$ cat src/hdl/rtd_pkg.sv
// rtd_pkg: constants shared by both ring-station ends and the entry parser.
// assumes a single 50 MHz station clock.
package rtd_pkg;
  // ----------------------------------------------------------------
  // timing
  // ----------------------------------------------------------------
  localparam int unsigned CLK_HZ         = 50_000_000;
  localparam int unsigned FAST_PERIOD_US = 10;
  localparam int unsigned SLOW_PERIOD_MS = 1;
  localparam int unsigned FAST_CYC       = FAST_PERIOD_US * (CLK_HZ / 1_000_000);
  localparam int unsigned SLOW_CYC       = SLOW_PERIOD_MS * (CLK_HZ / 1_000);
  localparam logic [3:0]  FAST_EXPIRIES  = 4'h8;
  // ----------------------------------------------------------------
  // frame and entry layout
  // ----------------------------------------------------------------
  localparam logic [7:0]  MAX_STATION_COUNT = 8'hff;
  localparam logic [7:0]  CONTROL_KIND_TOPO = 8'h01;
  localparam logic [7:0]  CONTROL_VERSION   = 8'h00;
  localparam int unsigned MAND_BIT          = 15;
  localparam int unsigned CODE_W            = 10;
  localparam logic [9:0]  WEIGHT_CODE       = 10'h001;
  localparam logic [9:0]  WEIGHT_LEN        = 10'h002;
  localparam logic [4:0]  TYPE_RSVD         = 5'h00;
  localparam logic [5:0]  LEN_RSVD          = 6'h00;
  localparam logic [3:0]  FRAME_LAST_IDX    = 4'h7;
  // ----------------------------------------------------------------
  // registers (word index, byte address is four times it)
  // ----------------------------------------------------------------
  localparam logic [3:0]  REG_CTRL     = 4'h0;
  localparam logic [3:0]  REG_STATUS   = 4'h1;
  localparam logic [3:0]  REG_MAC_LO   = 4'h2;
  localparam logic [3:0]  REG_MAC_HI   = 4'h3;
  localparam logic [3:0]  REG_WEIGHT   = 4'h4;
  localparam logic [3:0]  REG_IRQ_STAT = 4'h5;
  localparam logic [3:0]  REG_IRQ_MASK = 4'h6;
  localparam int unsigned CTRL_SEND    = 0;
  localparam int unsigned CTRL_RESYNC  = 1;
  localparam int unsigned CTRL_CLR_DB  = 2;
  localparam int unsigned IRQ_MISCONF  = 0;
  localparam int unsigned IRQ_SIGFAIL  = 1;
  localparam int unsigned IRQ_DBCHG    = 2;
  localparam int unsigned IRQ_STRIP    = 3;
  localparam logic [15:0] WEIGHT_RST   = 16'h0101;
  localparam logic [47:0] MAC_RST      = 48'h0000_0000_0000;
  localparam logic [3:0]  MASK_RST     = 4'h0;
endpackage

$ cat src/hdl/rtd_link_if.sv
// rtd_link_if: link between a ring station and the far stations.
// assumes both ends share clock_i; all signals are same-domain.
`timescale 1ns/1ns
interface rtd_link_if;
  logic [1:0]  disc_tx;
  logic        disc_nbr_zero;
  logic        topo_valid;
  logic [7:0]  topo_data;
  logic        topo_sof;
  logic        topo_eof;
  logic [7:0]  topo_ttl;
  logic [47:0] topo_src;
  logic        disc_rx_valid;
  logic        disc_rx_dir;
  logic [7:0]  disc_rx_ttl;
  logic [47:0] disc_rx_src;
  logic [15:0] disc_rx_caps;
  logic        disc_rx_bad;
  logic        ret_valid;
  logic [47:0] ret_src;
  modport station (output disc_tx, disc_nbr_zero, topo_valid, topo_data, topo_sof,
                   topo_eof, topo_ttl, topo_src,
                   input  disc_rx_valid, disc_rx_dir, disc_rx_ttl, disc_rx_src,
                   disc_rx_caps, disc_rx_bad, ret_valid, ret_src);
  modport far (input  disc_tx, disc_nbr_zero, topo_valid, topo_data, topo_sof,
               topo_eof, topo_ttl, topo_src,
               output disc_rx_valid, disc_rx_dir, disc_rx_ttl, disc_rx_src,
               disc_rx_caps, disc_rx_bad, ret_valid, ret_src);
endinterface

$ cat src/hdl/rtd_station.sv
// rtd_station: topology discovery and topology frame sender of one station.
// assumes the far end on the same clock; signal fail pins are asynchronous.
//
// Decided for this implementation: the Avalon-MM slave port and the register addresses.
`timescale 1ns/1ns
// Notes on behaviour
// - known changed source on second direction: update
// - unknown source: insert entry with hop count
// - fast expiry sends; eighth switches to slow
// - slow expiry sends and restarts slow timer
// - signal fail: zero-neighbour send, change state
// - invalid message raises misconfiguration, changes state
// - topology frame uses control kind one
// - broadcast, max hop limit, own source, strip
// - entries accepted in any order
// - type word: mandatory, reserved, ten-bit code
// - non-mandatory may be skipped, mandatory processed; only the weight code is decoded, other mandatory codes are not
// - length word: reserved, ten-bit byte count
// - value never longer than 1024 bytes
// - value is exactly length bytes long
// - weight entry mandatory, code one, length two
module rtd_station
#(
  parameter int unsigned DB_DEPTH = 8,
  parameter int unsigned SLOW_CYC = rtd_pkg::SLOW_CYC
)
(
  input  wire logic        clock_i,
  input  wire logic        reset_n_i,
  rtd_link_if.station      link,
  input  wire logic [1:0]  signal_fail_i,
  input  wire logic [3:0]  avs_address_i,
  input  wire logic        avs_read_i,
  input  wire logic        avs_write_i,
  input  wire logic [31:0] avs_writedata_i,
  output logic [31:0]      avs_readdata_o,
  output logic             avs_waitrequest_o,
  output logic             irq_o
);
  localparam int unsigned IW = $clog2(DB_DEPTH);
  typedef enum logic [1:0] {
    both_neighbours_heard_state, east_heard_state, west_heard_state
  } rtd_state_t;
  typedef struct packed {
    logic        vld;
    logic [47:0] mac;
    logic [15:0] caps;
    logic [7:0]  hop0;
    logic [7:0]  hop1;
  } rtd_entry_t;
  typedef struct packed {
    rtd_state_t                 st;
    rtd_entry_t [DB_DEPTH-1:0] db;
    logic [1:0]  sf_s1;
    logic [1:0]  sf_s2;
    logic [1:0]  sf_d;
    logic [31:0] tmr;
    logic        fast;
    logic [3:0]  nexp;
    logic [1:0]  disc_tx;
    logic        nbr_zero;
    logic        busy;
    logic [3:0]  idx;
    logic        tv;
    logic [7:0]  td;
    logic        tsof;
    logic        teof;
    logic [47:0] mac;
    logic [15:0] weight;
    logic [3:0]  irq_stat;
    logic [3:0]  irq_mask;
    logic [7:0]  strips;
    logic        ack;
    logic [31:0] rdata;
  } rtd_sta_t;
  rtd_sta_t r, n;

  // ----------------------------------------------------------------
  // next state
  // ----------------------------------------------------------------
  always_comb
  begin
    logic           hit;
    logic           has_free;
    logic           send;
    logic           fast_go;
    logic [IW-1:0]  hidx;
    logic [IW-1:0]  fidx;
    logic [7:0]     hop;
    logic [7:0]     cnt;
    logic [3:0]     ev;
    logic [3:0]     clr;
    logic [1:0]     sf_new;
    logic           wr;
    logic [15:0]    tword;
    hit = 1'b0;
    has_free = 1'b0;
    send = 1'b0;
    fast_go = 1'b0;
    hidx = '0;
    fidx = '0;
    cnt = 8'h00;
    ev = 4'h0;
    clr = 4'h0;
    n = r;
    n.disc_tx = 2'b00;
    n.tv = 1'b0;
    n.tsof = 1'b0;
    n.teof = 1'b0;
    hop = rtd_pkg::MAX_STATION_COUNT - link.disc_rx_ttl;
    tword = {1'b1, rtd_pkg::TYPE_RSVD, rtd_pkg::WEIGHT_CODE};
    wr = r.ack && avs_write_i;
    n.sf_s1 = signal_fail_i;
    n.sf_s2 = r.sf_s1;
    n.sf_d = r.sf_s2;
    sf_new = r.sf_s2 & ~r.sf_d;
    for (int i = 0; i < DB_DEPTH; i++)
    begin
      if (r.db[i].vld) cnt = cnt + 8'h01;
      if (r.db[i].vld && r.db[i].mac == link.disc_rx_src && !hit)
      begin
        hit = 1'b1;
        hidx = IW'(i);
      end
      if (!r.db[i].vld && !has_free)
      begin
        has_free = 1'b1;
        fidx = IW'(i);
      end
    end
    // topology timers
    if (r.tmr == 32'h0000_0001)
    begin
      send = 1'b1;
      if (r.fast && r.nexp + 4'h1 == rtd_pkg::FAST_EXPIRIES)
      begin
        n.fast = 1'b0;
        n.tmr = 32'(SLOW_CYC);
      end
      else if (r.fast)
      begin
        n.nexp = r.nexp + 4'h1;
        n.tmr = 32'(rtd_pkg::FAST_CYC);
      end
      else n.tmr = 32'(SLOW_CYC);
    end
    else if (r.tmr != 32'h0000_0000) n.tmr = r.tmr - 32'h0000_0001;
    n.nbr_zero = 1'b0;
    // local failures, then bad messages, then good messages
    if (sf_new != 2'b00)
    begin
      send = 1'b1;
      fast_go = 1'b1;
      n.nbr_zero = 1'b1;
      ev[rtd_pkg::IRQ_SIGFAIL] = 1'b1;
      n.st = sf_new[1] ? west_heard_state : east_heard_state;
    end
    else if (link.disc_rx_valid && link.disc_rx_bad)
    begin
      ev[rtd_pkg::IRQ_MISCONF] = 1'b1;
      n.st = link.disc_rx_dir ? west_heard_state : east_heard_state;
    end
    else if (link.disc_rx_valid && r.st == both_neighbours_heard_state &&
             link.disc_rx_ttl < rtd_pkg::MAX_STATION_COUNT)
    begin
      if (hit && r.db[hidx].caps != link.disc_rx_caps)
      begin
        n.db[hidx].caps = link.disc_rx_caps;
        if (link.disc_rx_dir) n.db[hidx].hop0 = hop;
        else n.db[hidx].hop1 = hop;
        send = 1'b1;
        fast_go = 1'b1;
        ev[rtd_pkg::IRQ_DBCHG] = 1'b1;
      end
      else if (!hit)
      begin
        if (has_free)
        begin
          n.db[fidx].vld = 1'b1;
          n.db[fidx].mac = link.disc_rx_src;
          n.db[fidx].caps = link.disc_rx_caps;
          n.db[fidx].hop0 = link.disc_rx_dir ? hop : 8'h00;
          n.db[fidx].hop1 = link.disc_rx_dir ? 8'h00 : hop;
        end
        send = 1'b1;
        fast_go = 1'b1;
        ev[rtd_pkg::IRQ_DBCHG] = 1'b1;
      end
    end
    if (send) n.disc_tx = 2'b11;
    if (fast_go)
    begin
      n.fast = 1'b1;
      n.nexp = 4'h0;
      n.tmr = 32'(rtd_pkg::FAST_CYC);
    end
    // topology frame serialiser
    if (r.busy)
    begin
      n.tv = 1'b1;
      n.tsof = r.idx == 4'h0;
      n.teof = r.idx == rtd_pkg::FRAME_LAST_IDX;
      unique case (r.idx)
        4'h0: n.td = rtd_pkg::CONTROL_VERSION;
        4'h1: n.td = rtd_pkg::CONTROL_KIND_TOPO;
        4'h2: n.td = tword[15:8];
        4'h3: n.td = tword[7:0];
        4'h4: n.td = {rtd_pkg::LEN_RSVD, rtd_pkg::WEIGHT_LEN[9:8]};
        4'h5: n.td = rtd_pkg::WEIGHT_LEN[7:0];
        4'h6: n.td = r.weight[7:0];
        4'h7: n.td = r.weight[15:8];
        default: n.td = 8'h00;
      endcase
      n.idx = r.idx + 4'h1;
      if (r.idx == rtd_pkg::FRAME_LAST_IDX) n.busy = 1'b0;
    end
    // own frame back round the ring is removed
    if (link.ret_valid && link.ret_src == r.mac)
    begin
      n.strips = r.strips + 8'h01;
      ev[rtd_pkg::IRQ_STRIP] = 1'b1;
    end
    // register writes
    if (wr)
    begin
      unique case (avs_address_i)
        rtd_pkg::REG_CTRL:
        begin
          if (avs_writedata_i[rtd_pkg::CTRL_SEND] && !r.busy)
          begin
            n.busy = 1'b1;
            n.idx = 4'h0;
          end
          if (avs_writedata_i[rtd_pkg::CTRL_RESYNC]) n.st = both_neighbours_heard_state;
          if (avs_writedata_i[rtd_pkg::CTRL_CLR_DB])
            for (int i = 0; i < DB_DEPTH; i++) n.db[i].vld = 1'b0;
        end
        rtd_pkg::REG_MAC_LO:   n.mac[31:0] = avs_writedata_i;
        rtd_pkg::REG_MAC_HI:   n.mac[47:32] = avs_writedata_i[15:0];
        rtd_pkg::REG_WEIGHT:   n.weight = avs_writedata_i[15:0];
        rtd_pkg::REG_IRQ_STAT: clr = avs_writedata_i[3:0];
        rtd_pkg::REG_IRQ_MASK: n.irq_mask = avs_writedata_i[3:0];
        default: n.irq_mask = r.irq_mask;
      endcase
    end
    n.irq_stat = (r.irq_stat & ~clr) | ev;
    // register reads
    n.ack = (avs_read_i || avs_write_i) && !r.ack;
    unique case (avs_address_i)
      rtd_pkg::REG_STATUS:
        n.rdata = {r.strips, cnt, r.nexp, 3'h0, r.fast, 6'h00, r.st};
      rtd_pkg::REG_MAC_LO:   n.rdata = r.mac[31:0];
      rtd_pkg::REG_MAC_HI:   n.rdata = {16'h0000, r.mac[47:32]};
      rtd_pkg::REG_WEIGHT:   n.rdata = {16'h0000, r.weight};
      rtd_pkg::REG_IRQ_STAT: n.rdata = {28'h000_0000, r.irq_stat};
      rtd_pkg::REG_IRQ_MASK: n.rdata = {28'h000_0000, r.irq_mask};
      default:               n.rdata = 32'h0000_0000;
    endcase
  end

  // ----------------------------------------------------------------
  // state register
  // ----------------------------------------------------------------
  always_ff @(posedge clock_i)
  begin
    if (!reset_n_i)
    begin
      r <= '0;
      r.st <= both_neighbours_heard_state;
      r.fast <= 1'b1;
      r.mac <= rtd_pkg::MAC_RST;
      r.weight <= rtd_pkg::WEIGHT_RST;
      r.irq_mask <= rtd_pkg::MASK_RST;
    end
    else r <= n;
  end

  assign link.disc_tx       = r.disc_tx;
  assign link.disc_nbr_zero = r.nbr_zero;
  assign link.topo_valid    = r.tv;
  assign link.topo_data     = r.td;
  assign link.topo_sof      = r.tsof;
  assign link.topo_eof      = r.teof;
  assign link.topo_ttl      = rtd_pkg::MAX_STATION_COUNT;
  assign link.topo_src      = r.mac;
  assign avs_readdata_o     = r.rdata;
  assign avs_waitrequest_o  = (avs_read_i || avs_write_i) && !r.ack;
  assign irq_o              = |(r.irq_stat & r.irq_mask);
endmodule // rtd_station

$ cat src/flat_wrapper.sv
// flat-port wrapper written by rule: the top's interface ports become plain ports
module rtd_station_flat 
#(
  parameter int unsigned DB_DEPTH = 8,
  parameter int unsigned SLOW_CYC = rtd_pkg::SLOW_CYC
)
  (clock_i, reset_n_i, signal_fail_i, avs_address_i, avs_read_i, avs_write_i, avs_writedata_i, avs_readdata_o, avs_waitrequest_o, irq_o, link_disc_tx, link_disc_nbr_zero, link_topo_valid, link_topo_data, link_topo_sof, link_topo_eof, link_topo_ttl, link_topo_src, link_disc_rx_valid, link_disc_rx_dir, link_disc_rx_ttl, link_disc_rx_src, link_disc_rx_caps, link_disc_rx_bad, link_ret_valid, link_ret_src);
  rtd_link_if link_i ();
  input  wire logic clock_i;
  input  wire logic reset_n_i;
  input  wire logic [1:0] signal_fail_i;
  input  wire logic [3:0] avs_address_i;
  input  wire logic avs_read_i;
  input  wire logic avs_write_i;
  input  wire logic [31:0] avs_writedata_i;
  output logic [31:0] avs_readdata_o;
  output logic avs_waitrequest_o;
  output logic irq_o;
  output wire logic [$bits(link_i.disc_tx)-1:0] link_disc_tx;
  output wire logic [$bits(link_i.disc_nbr_zero)-1:0] link_disc_nbr_zero;
  output wire logic [$bits(link_i.topo_valid)-1:0] link_topo_valid;
  output wire logic [$bits(link_i.topo_data)-1:0] link_topo_data;
  output wire logic [$bits(link_i.topo_sof)-1:0] link_topo_sof;
  output wire logic [$bits(link_i.topo_eof)-1:0] link_topo_eof;
  output wire logic [$bits(link_i.topo_ttl)-1:0] link_topo_ttl;
  output wire logic [$bits(link_i.topo_src)-1:0] link_topo_src;
  input wire logic [$bits(link_i.disc_rx_valid)-1:0] link_disc_rx_valid;
  input wire logic [$bits(link_i.disc_rx_dir)-1:0] link_disc_rx_dir;
  input wire logic [$bits(link_i.disc_rx_ttl)-1:0] link_disc_rx_ttl;
  input wire logic [$bits(link_i.disc_rx_src)-1:0] link_disc_rx_src;
  input wire logic [$bits(link_i.disc_rx_caps)-1:0] link_disc_rx_caps;
  input wire logic [$bits(link_i.disc_rx_bad)-1:0] link_disc_rx_bad;
  input wire logic [$bits(link_i.ret_valid)-1:0] link_ret_valid;
  input wire logic [$bits(link_i.ret_src)-1:0] link_ret_src;
  assign link_disc_tx = link_i.disc_tx;
  assign link_disc_nbr_zero = link_i.disc_nbr_zero;
  assign link_topo_valid = link_i.topo_valid;
  assign link_topo_data = link_i.topo_data;
  assign link_topo_sof = link_i.topo_sof;
  assign link_topo_eof = link_i.topo_eof;
  assign link_topo_ttl = link_i.topo_ttl;
  assign link_topo_src = link_i.topo_src;
  assign link_i.disc_rx_valid = link_disc_rx_valid;
  assign link_i.disc_rx_dir = link_disc_rx_dir;
  assign link_i.disc_rx_ttl = link_disc_rx_ttl;
  assign link_i.disc_rx_src = link_disc_rx_src;
  assign link_i.disc_rx_caps = link_disc_rx_caps;
  assign link_i.disc_rx_bad = link_disc_rx_bad;
  assign link_i.ret_valid = link_ret_valid;
  assign link_i.ret_src = link_ret_src;
  rtd_station #(.DB_DEPTH(DB_DEPTH), .SLOW_CYC(SLOW_CYC)) u_core (.clock_i(clock_i), .reset_n_i(reset_n_i), .link(link_i), .signal_fail_i(signal_fail_i), .avs_address_i(avs_address_i), .avs_read_i(avs_read_i), .avs_write_i(avs_write_i), .avs_writedata_i(avs_writedata_i), .avs_readdata_o(avs_readdata_o), .avs_waitrequest_o(avs_waitrequest_o), .irq_o(irq_o));
endmodule
$ cat config.mk
export PLATFORM = sky130hd
export DESIGN_NAME = rtd_station_flat
export DESIGN_NICKNAME = d
export VERILOG_FILES = /design/src/hdl/rtd_pkg.sv /design/src/hdl/rtd_link_if.sv /design/src/hdl/rtd_station.sv /design/src/flat_wrapper.sv
export SDC_FILE = /design/constraint.sdc
export NUM_CORES = 2
export LEC_CHECK = 0
export BUFFER_PORTS_ARGS = -buffer_cell sky130_fd_sc_hd__buf_2
export CAP_MARGIN = 0
export CORE_UTILIZATION = 55
export DETAILED_ROUTE_END_ITERATION = 6
export PLACE_DENSITY = 0.74
export SETUP_SLACK_MARGIN = 0.15
export SKIP_LAST_GASP = 1
export SYNTH_ARGS = -nofsm -noshare
export SYNTH_HDL_FRONTEND = slang
export SYNTH_SLANG_ARGS = --single-unit
$ cat constraint.sdc
create_clock -name clock_i -period 6.2 [get_ports clock_i]
set_clock_uncertainty 0.1 [all_clocks]
set_input_delay 0.62 -clock clock_i [delete_from_list [all_inputs] [get_ports clock_i]]
set_output_delay 0.62 -clock clock_i [all_outputs]
set_load 0.1 [all_outputs]
-- Word level (Yosys, flattened, before mapping)
Index checks and enable logic that the tools add are counted.
- register bits: 825
- bits in latches: 0
- memory bits (writable): 0
- ROM bits: 0
- input port bits: 166
- logic and storage cells: 328
- memories: 0
- $add $sub $neg: 12
- multiply operators: 0
- divide/modulo/power cells: 0
- $lt $le $gt $ge: 5
- equality and inequality tests: 25
- shift operators: 0
- mux-type cells: 137
- bitwise gates (word level): 10
- reductions and logical operators: 75
- operators by type and width (kind ; count):
    648-bit bitwise mux ; 8
    648-bit two-way mux ; 7
    81-bit demux with 3-bit select ; 8
    48-bit == test ; 9
    81-bit binary-select mux with 3-bit select ; 1
    32-bit case mux with 6 select lines ; 1
    32-bit two-way mux ; 5
    8-bit two-way mux ; 11
    81-bit two-way mux ; 1
    16-bit two-way mux ; 5
    80-bit two-way mux ; 1
    8-bit by 1-bit adder with 8-bit output, second input constant ; 8
    1-bit two-way mux ; 59
    8-bit case mux with 5 select lines ; 1
    1-bit logical AND ; 33
    32-bit by 1-bit == test with 1-bit output, second input constant ; 1
    32-bit nonzero test ; 1
    32-bit by 1-bit subtractor with 32-bit output, second input constant ; 1
    3-bit two-way mux ; 10
    4-bit by 3-bit == test with 1-bit output, second input constant ; 6
    1-bit zero test ; 22
    2-bit two-way mux ; 10
    5-bit two-way mux ; 4
    4-bit by 2-bit == test with 1-bit output, second input constant ; 4
    27 further kinds ; 47

-- Logic depth before layout (Yosys ltp)
- depth after elaboration: 39
- mapped depth: 20

-- Worst setup path before layout
No wires, ideal clock.
- path kind: input to register
- start point: input link_disc_rx_src[19]
- end point: register with a tool-made name
- setup time: 72 ps
- arrival: 5064 ps
- required time: 6028 ps
- slack: 964 ps
- stages: 16
- path buffers: 3
- cell sequence: clkbuf_1 > xnor2_1 > nand4_1 > or4_1 > or4_1 > nand2_1 > buf_2 > nor3_1 > o21a_1 > o41a_1 > o21ai_0 > nand4_1 > or4_1 > a31oi_4 > buf_6 > mux2i_1
- RTL lines (what ; line ; RTL):
    start, declared ; flat_wrapper.sv:30 ; input wire logic [$bits(link_i.disc_rx_src)-1:0] link_disc_rx_src;

==> metrics.md <==
| Metric | Value |
|---|---|
| Clock transition at path regs | 0.06 ns |
| Setup ws final | 0.753 ns |
| Unique masters post-synth | 88 |
| Syn-to-layout area delta | 12.0% |
| Nets | 4652 |
| Core Region | 62900 um^2 |
| Data arrival, critical path | 5.88 ns |
| Vias in the first global route | 29344 |
| Ys flop type | dfxtp_1 |
| # Post-CTS Setup Buffers | 0 |
| Antenna violations before repair | 7 |
| Actual slew at the worst max-slew pin | 1.27 ns |
| Pin count of the biggest net entering global routing | 226 |
| Die X | 254 um |
| I/O pin cnt | 270 |
| Tcrit/Tclk final | 87.8% |
| DRT iter0 DRCs | 3311 |
| CTS Sinks | 696 |
| Commonest non-fill, non-tap cells in the layout | nand2_1, dfxtp_1, a21oi_1 |
| Min cycle time layout | 5.45 ns |
| Syn Std Cell Area | 34900 um^2 |
| Post-Place Cell Area | 36600 um^2 |
| Detail Placement HPWL | 80100 um |
| Initial Util | 55.6% |
| Final Setup Violations | 0 |
| Status | complete, no violations |
| Setup tns final | 0 ns |
| H-Tree Depth | 3 |
| CP peak stage delay | 0.68 ns |
| Most common cell after layout, fill and taps aside | nand2_1 |
| Layout cells sized above 1 | 12.7% |
| Avg Vias per Cell | 5.93 |
| Max-Cap Viols | 0 |
| Util after Layout | 62.2% |
| Final Hold Vio Count | 0 |
| Bufs on Longest Clock Path | 3 |
| Routability congestion estimate | 1.02 |
| Hold WS | 0.110 ns |
| Slowest-stage cell, CP | or4_1 |
| Slew HR | 15.5% |
| CP most frequent cell | or4_1 |
| Worst Path Required | 6.63 ns |
| Fmax achieved | 0.184 GHz |
| GRT Overall Usage | 35.2% |
| Syn Inst Count | 4416 |
| Drt wl/cell | 21.7 um |
| Synth Register Bits | 696 |
| Final ANT Viol Nets | 0 |
| Chip Height | 254 um |
| Via Count | 31893 |
| PortBufs | 261 |
| Die ar. | 64500 um^2 |
| YS warnings | 0 |
| EDFF count, synth | 0 |
| Final wirelength | 116000 um |
| Site row count | 92 |
| Drt pass-1 iters | 6 |
| Total gr overflow | 0 |
| Pwr/cell area | 264 nW/um^2 |
| Remaining DRCs | 0 |
| RSZ-0062 raised after global routing | false |
| Clock root buffer | clkbuf_16 |
| First-pass GRT wire length | 175000 um |
| Skew-Pair Late Insertion Delay | 0.63 ns |
| CTS buffer count | 74 |
| Worst path cell trace | xor2_1 > or4_1 > or4b_1 > or4_1 > o211ai_1 > o2111ai_1 > nand2_1 > mux2i_1 > o21a_1 > xnor2_1 > nand4_1 > or4_1 > a21oi_4 > buf_12 > mux2i_1 |
| CTS Hold Bufs | 0 |
| Post-placement setup slack | 0.349 ns |
| Final-report max-slew violation count | 0 |
| Max FO, Critical Path | 11 |
| Post-CTS Resized | 0 |
| Design Area, Final | 39100 um^2 |
| CTS tree | built |
| Async SR Flop Fraction | 0% |
| Setup crit start kind | flip-flop |
| Min-delay worst type | in -> reg |
| Pleak | 14.7 nW |
| Setup CP Type | reg -> reg |
| CP Capture Type | flip-flop |
| VDD IR max | 0.290 mV |
| Mean Syn Cell Area | 7.91 um^2 |
| Post-synthesis sequential area ratio | 39.9% |
[per-stage QoR]
| stage | instances | power, mW |
|---|---|---|
| global route | 5374 | 10.6 |
| detailed placement | 5239 | 5.84 |
| finish | 5374 | 10.3 |
| CTS | 5368 | 10.3 |
| floorplan | 4423 | 5.46 |
| global placement | 5239 | 5.82 |
[critical path, delay by kind of cell, from the launching register on]
family                    cells  cell delay [ns]
DFF                           1             0.32
and+or+nand+nor               6             2.90
muxes                         2             0.55
buffers and inverters         1             0.18
xor gates and xnor gates      2             0.30
AOI/OAI and AO/OA             4             0.99
[worst paths after layout]
| check | from | end | slack (ns) | cells after the start |
|---|---|---|---|---|
| worst min register to register | u_core.n[171] | u_core.n[169] | 0.35 | 1 |
| worst min-delay path | signal_fail_i[0] | u_core.n[171] | 0.11 | 2 |
| worst max register to register | flip-flop | flip-flop | 0.75 | 15 |
| worst max-delay path | flip-flop | flip-flop | 0.75 | 15 |
[area by class of cell]
| type | count | area [um^2] |
|---|---|---|
| fill | 5570 | 23700 |
| multi-input combinational | 3241 | 18900 |
| sequential | 696 | 13900 |
| timing repair buffer | 391 | 2470 |
| clock buffer | 111 | 2220 |
| tap | 846 | 1060 |
| clock inverter | 18 | 259 |
| inverter | 65 | 251 |
| antenna | 6 | 15.0 |
[Yosys cell counts (10+ instances only)]
library cell	count	area share [%]
buf_2	27	0.39
inv_1	61	0.66
a31oi_1	13	0.23
mux2i_1	141	4.0
a21oi_1	495	7.1
nand3_1	47	0.67
nor4_1	131	2.3
a22oi_1	48	1.0
buf_4	101	2.2
or2_2	10	0.18
dfxtp_1	696	40
o21ai_0	37	0.53
or3_1	16	0.29
nand2b_1	78	1.4
and3_1	11	0.20
o2111ai_1	19	0.48
xnor2_1	168	4.2
nor4_2	11	0.39
ha_1	17	0.61
clkbuf_1	271	2.9
nand4_1	83	1.5
nor3_1	75	1.1
xor2_1	289	7.2
o22ai_1	26	0.47
nand2_1	1130	12
o21a_1	31	0.67
nor2_1	162	1.7
buf_1	15	0.16
nor4b_1	16	0.40
or4_1	22	0.47
[routing by layer]
metal,global-route usage [%],share of wire [%],vias up
li1,-,-,14940
met1,46.3,41,15100
met2,55.4,45,1543
met3,5.68,8.9,308
met4,18.4,5.6,2
met5,0,0.012,-
[power breakdown]
| part | total (mW) | switching [mW] | leakage [nW] | internal [mW] |
|---|---|---|---|---|
| clock | 4.56 | 1.87 | 1.22 | 2.69 |
| combinational | 1.16 | 0.790 | 7.88 | 0.365 |
| sequential | 4.62 | 0.0687 | 5.61 | 4.55 |
| total | 10.3 | 2.73 | 14.7 | 7.60 |
[logic make-up (layout without fill, tap and decap cells)]
group | after synthesis | count (layout) | share of synthesized area [%]
AND/OR/NAND/NOR | 1864 | 1864 | 24.6
AO/OA/AOI/OAI | 753 | 753 | 12.8
flip-flops | 696 | 696 | 39.9
buffers and inverters | 486 | 585 | 6.56
XOR/XNOR | 457 | 457 | 11.5
multiplexers | 142 | 142 | 4.07
adder cells (fa/ha/maj) | 17 | 17 | 0.609
other | 1 | 14 | 0.0107
Note: power is estimated with default switching activity, not from simulation.
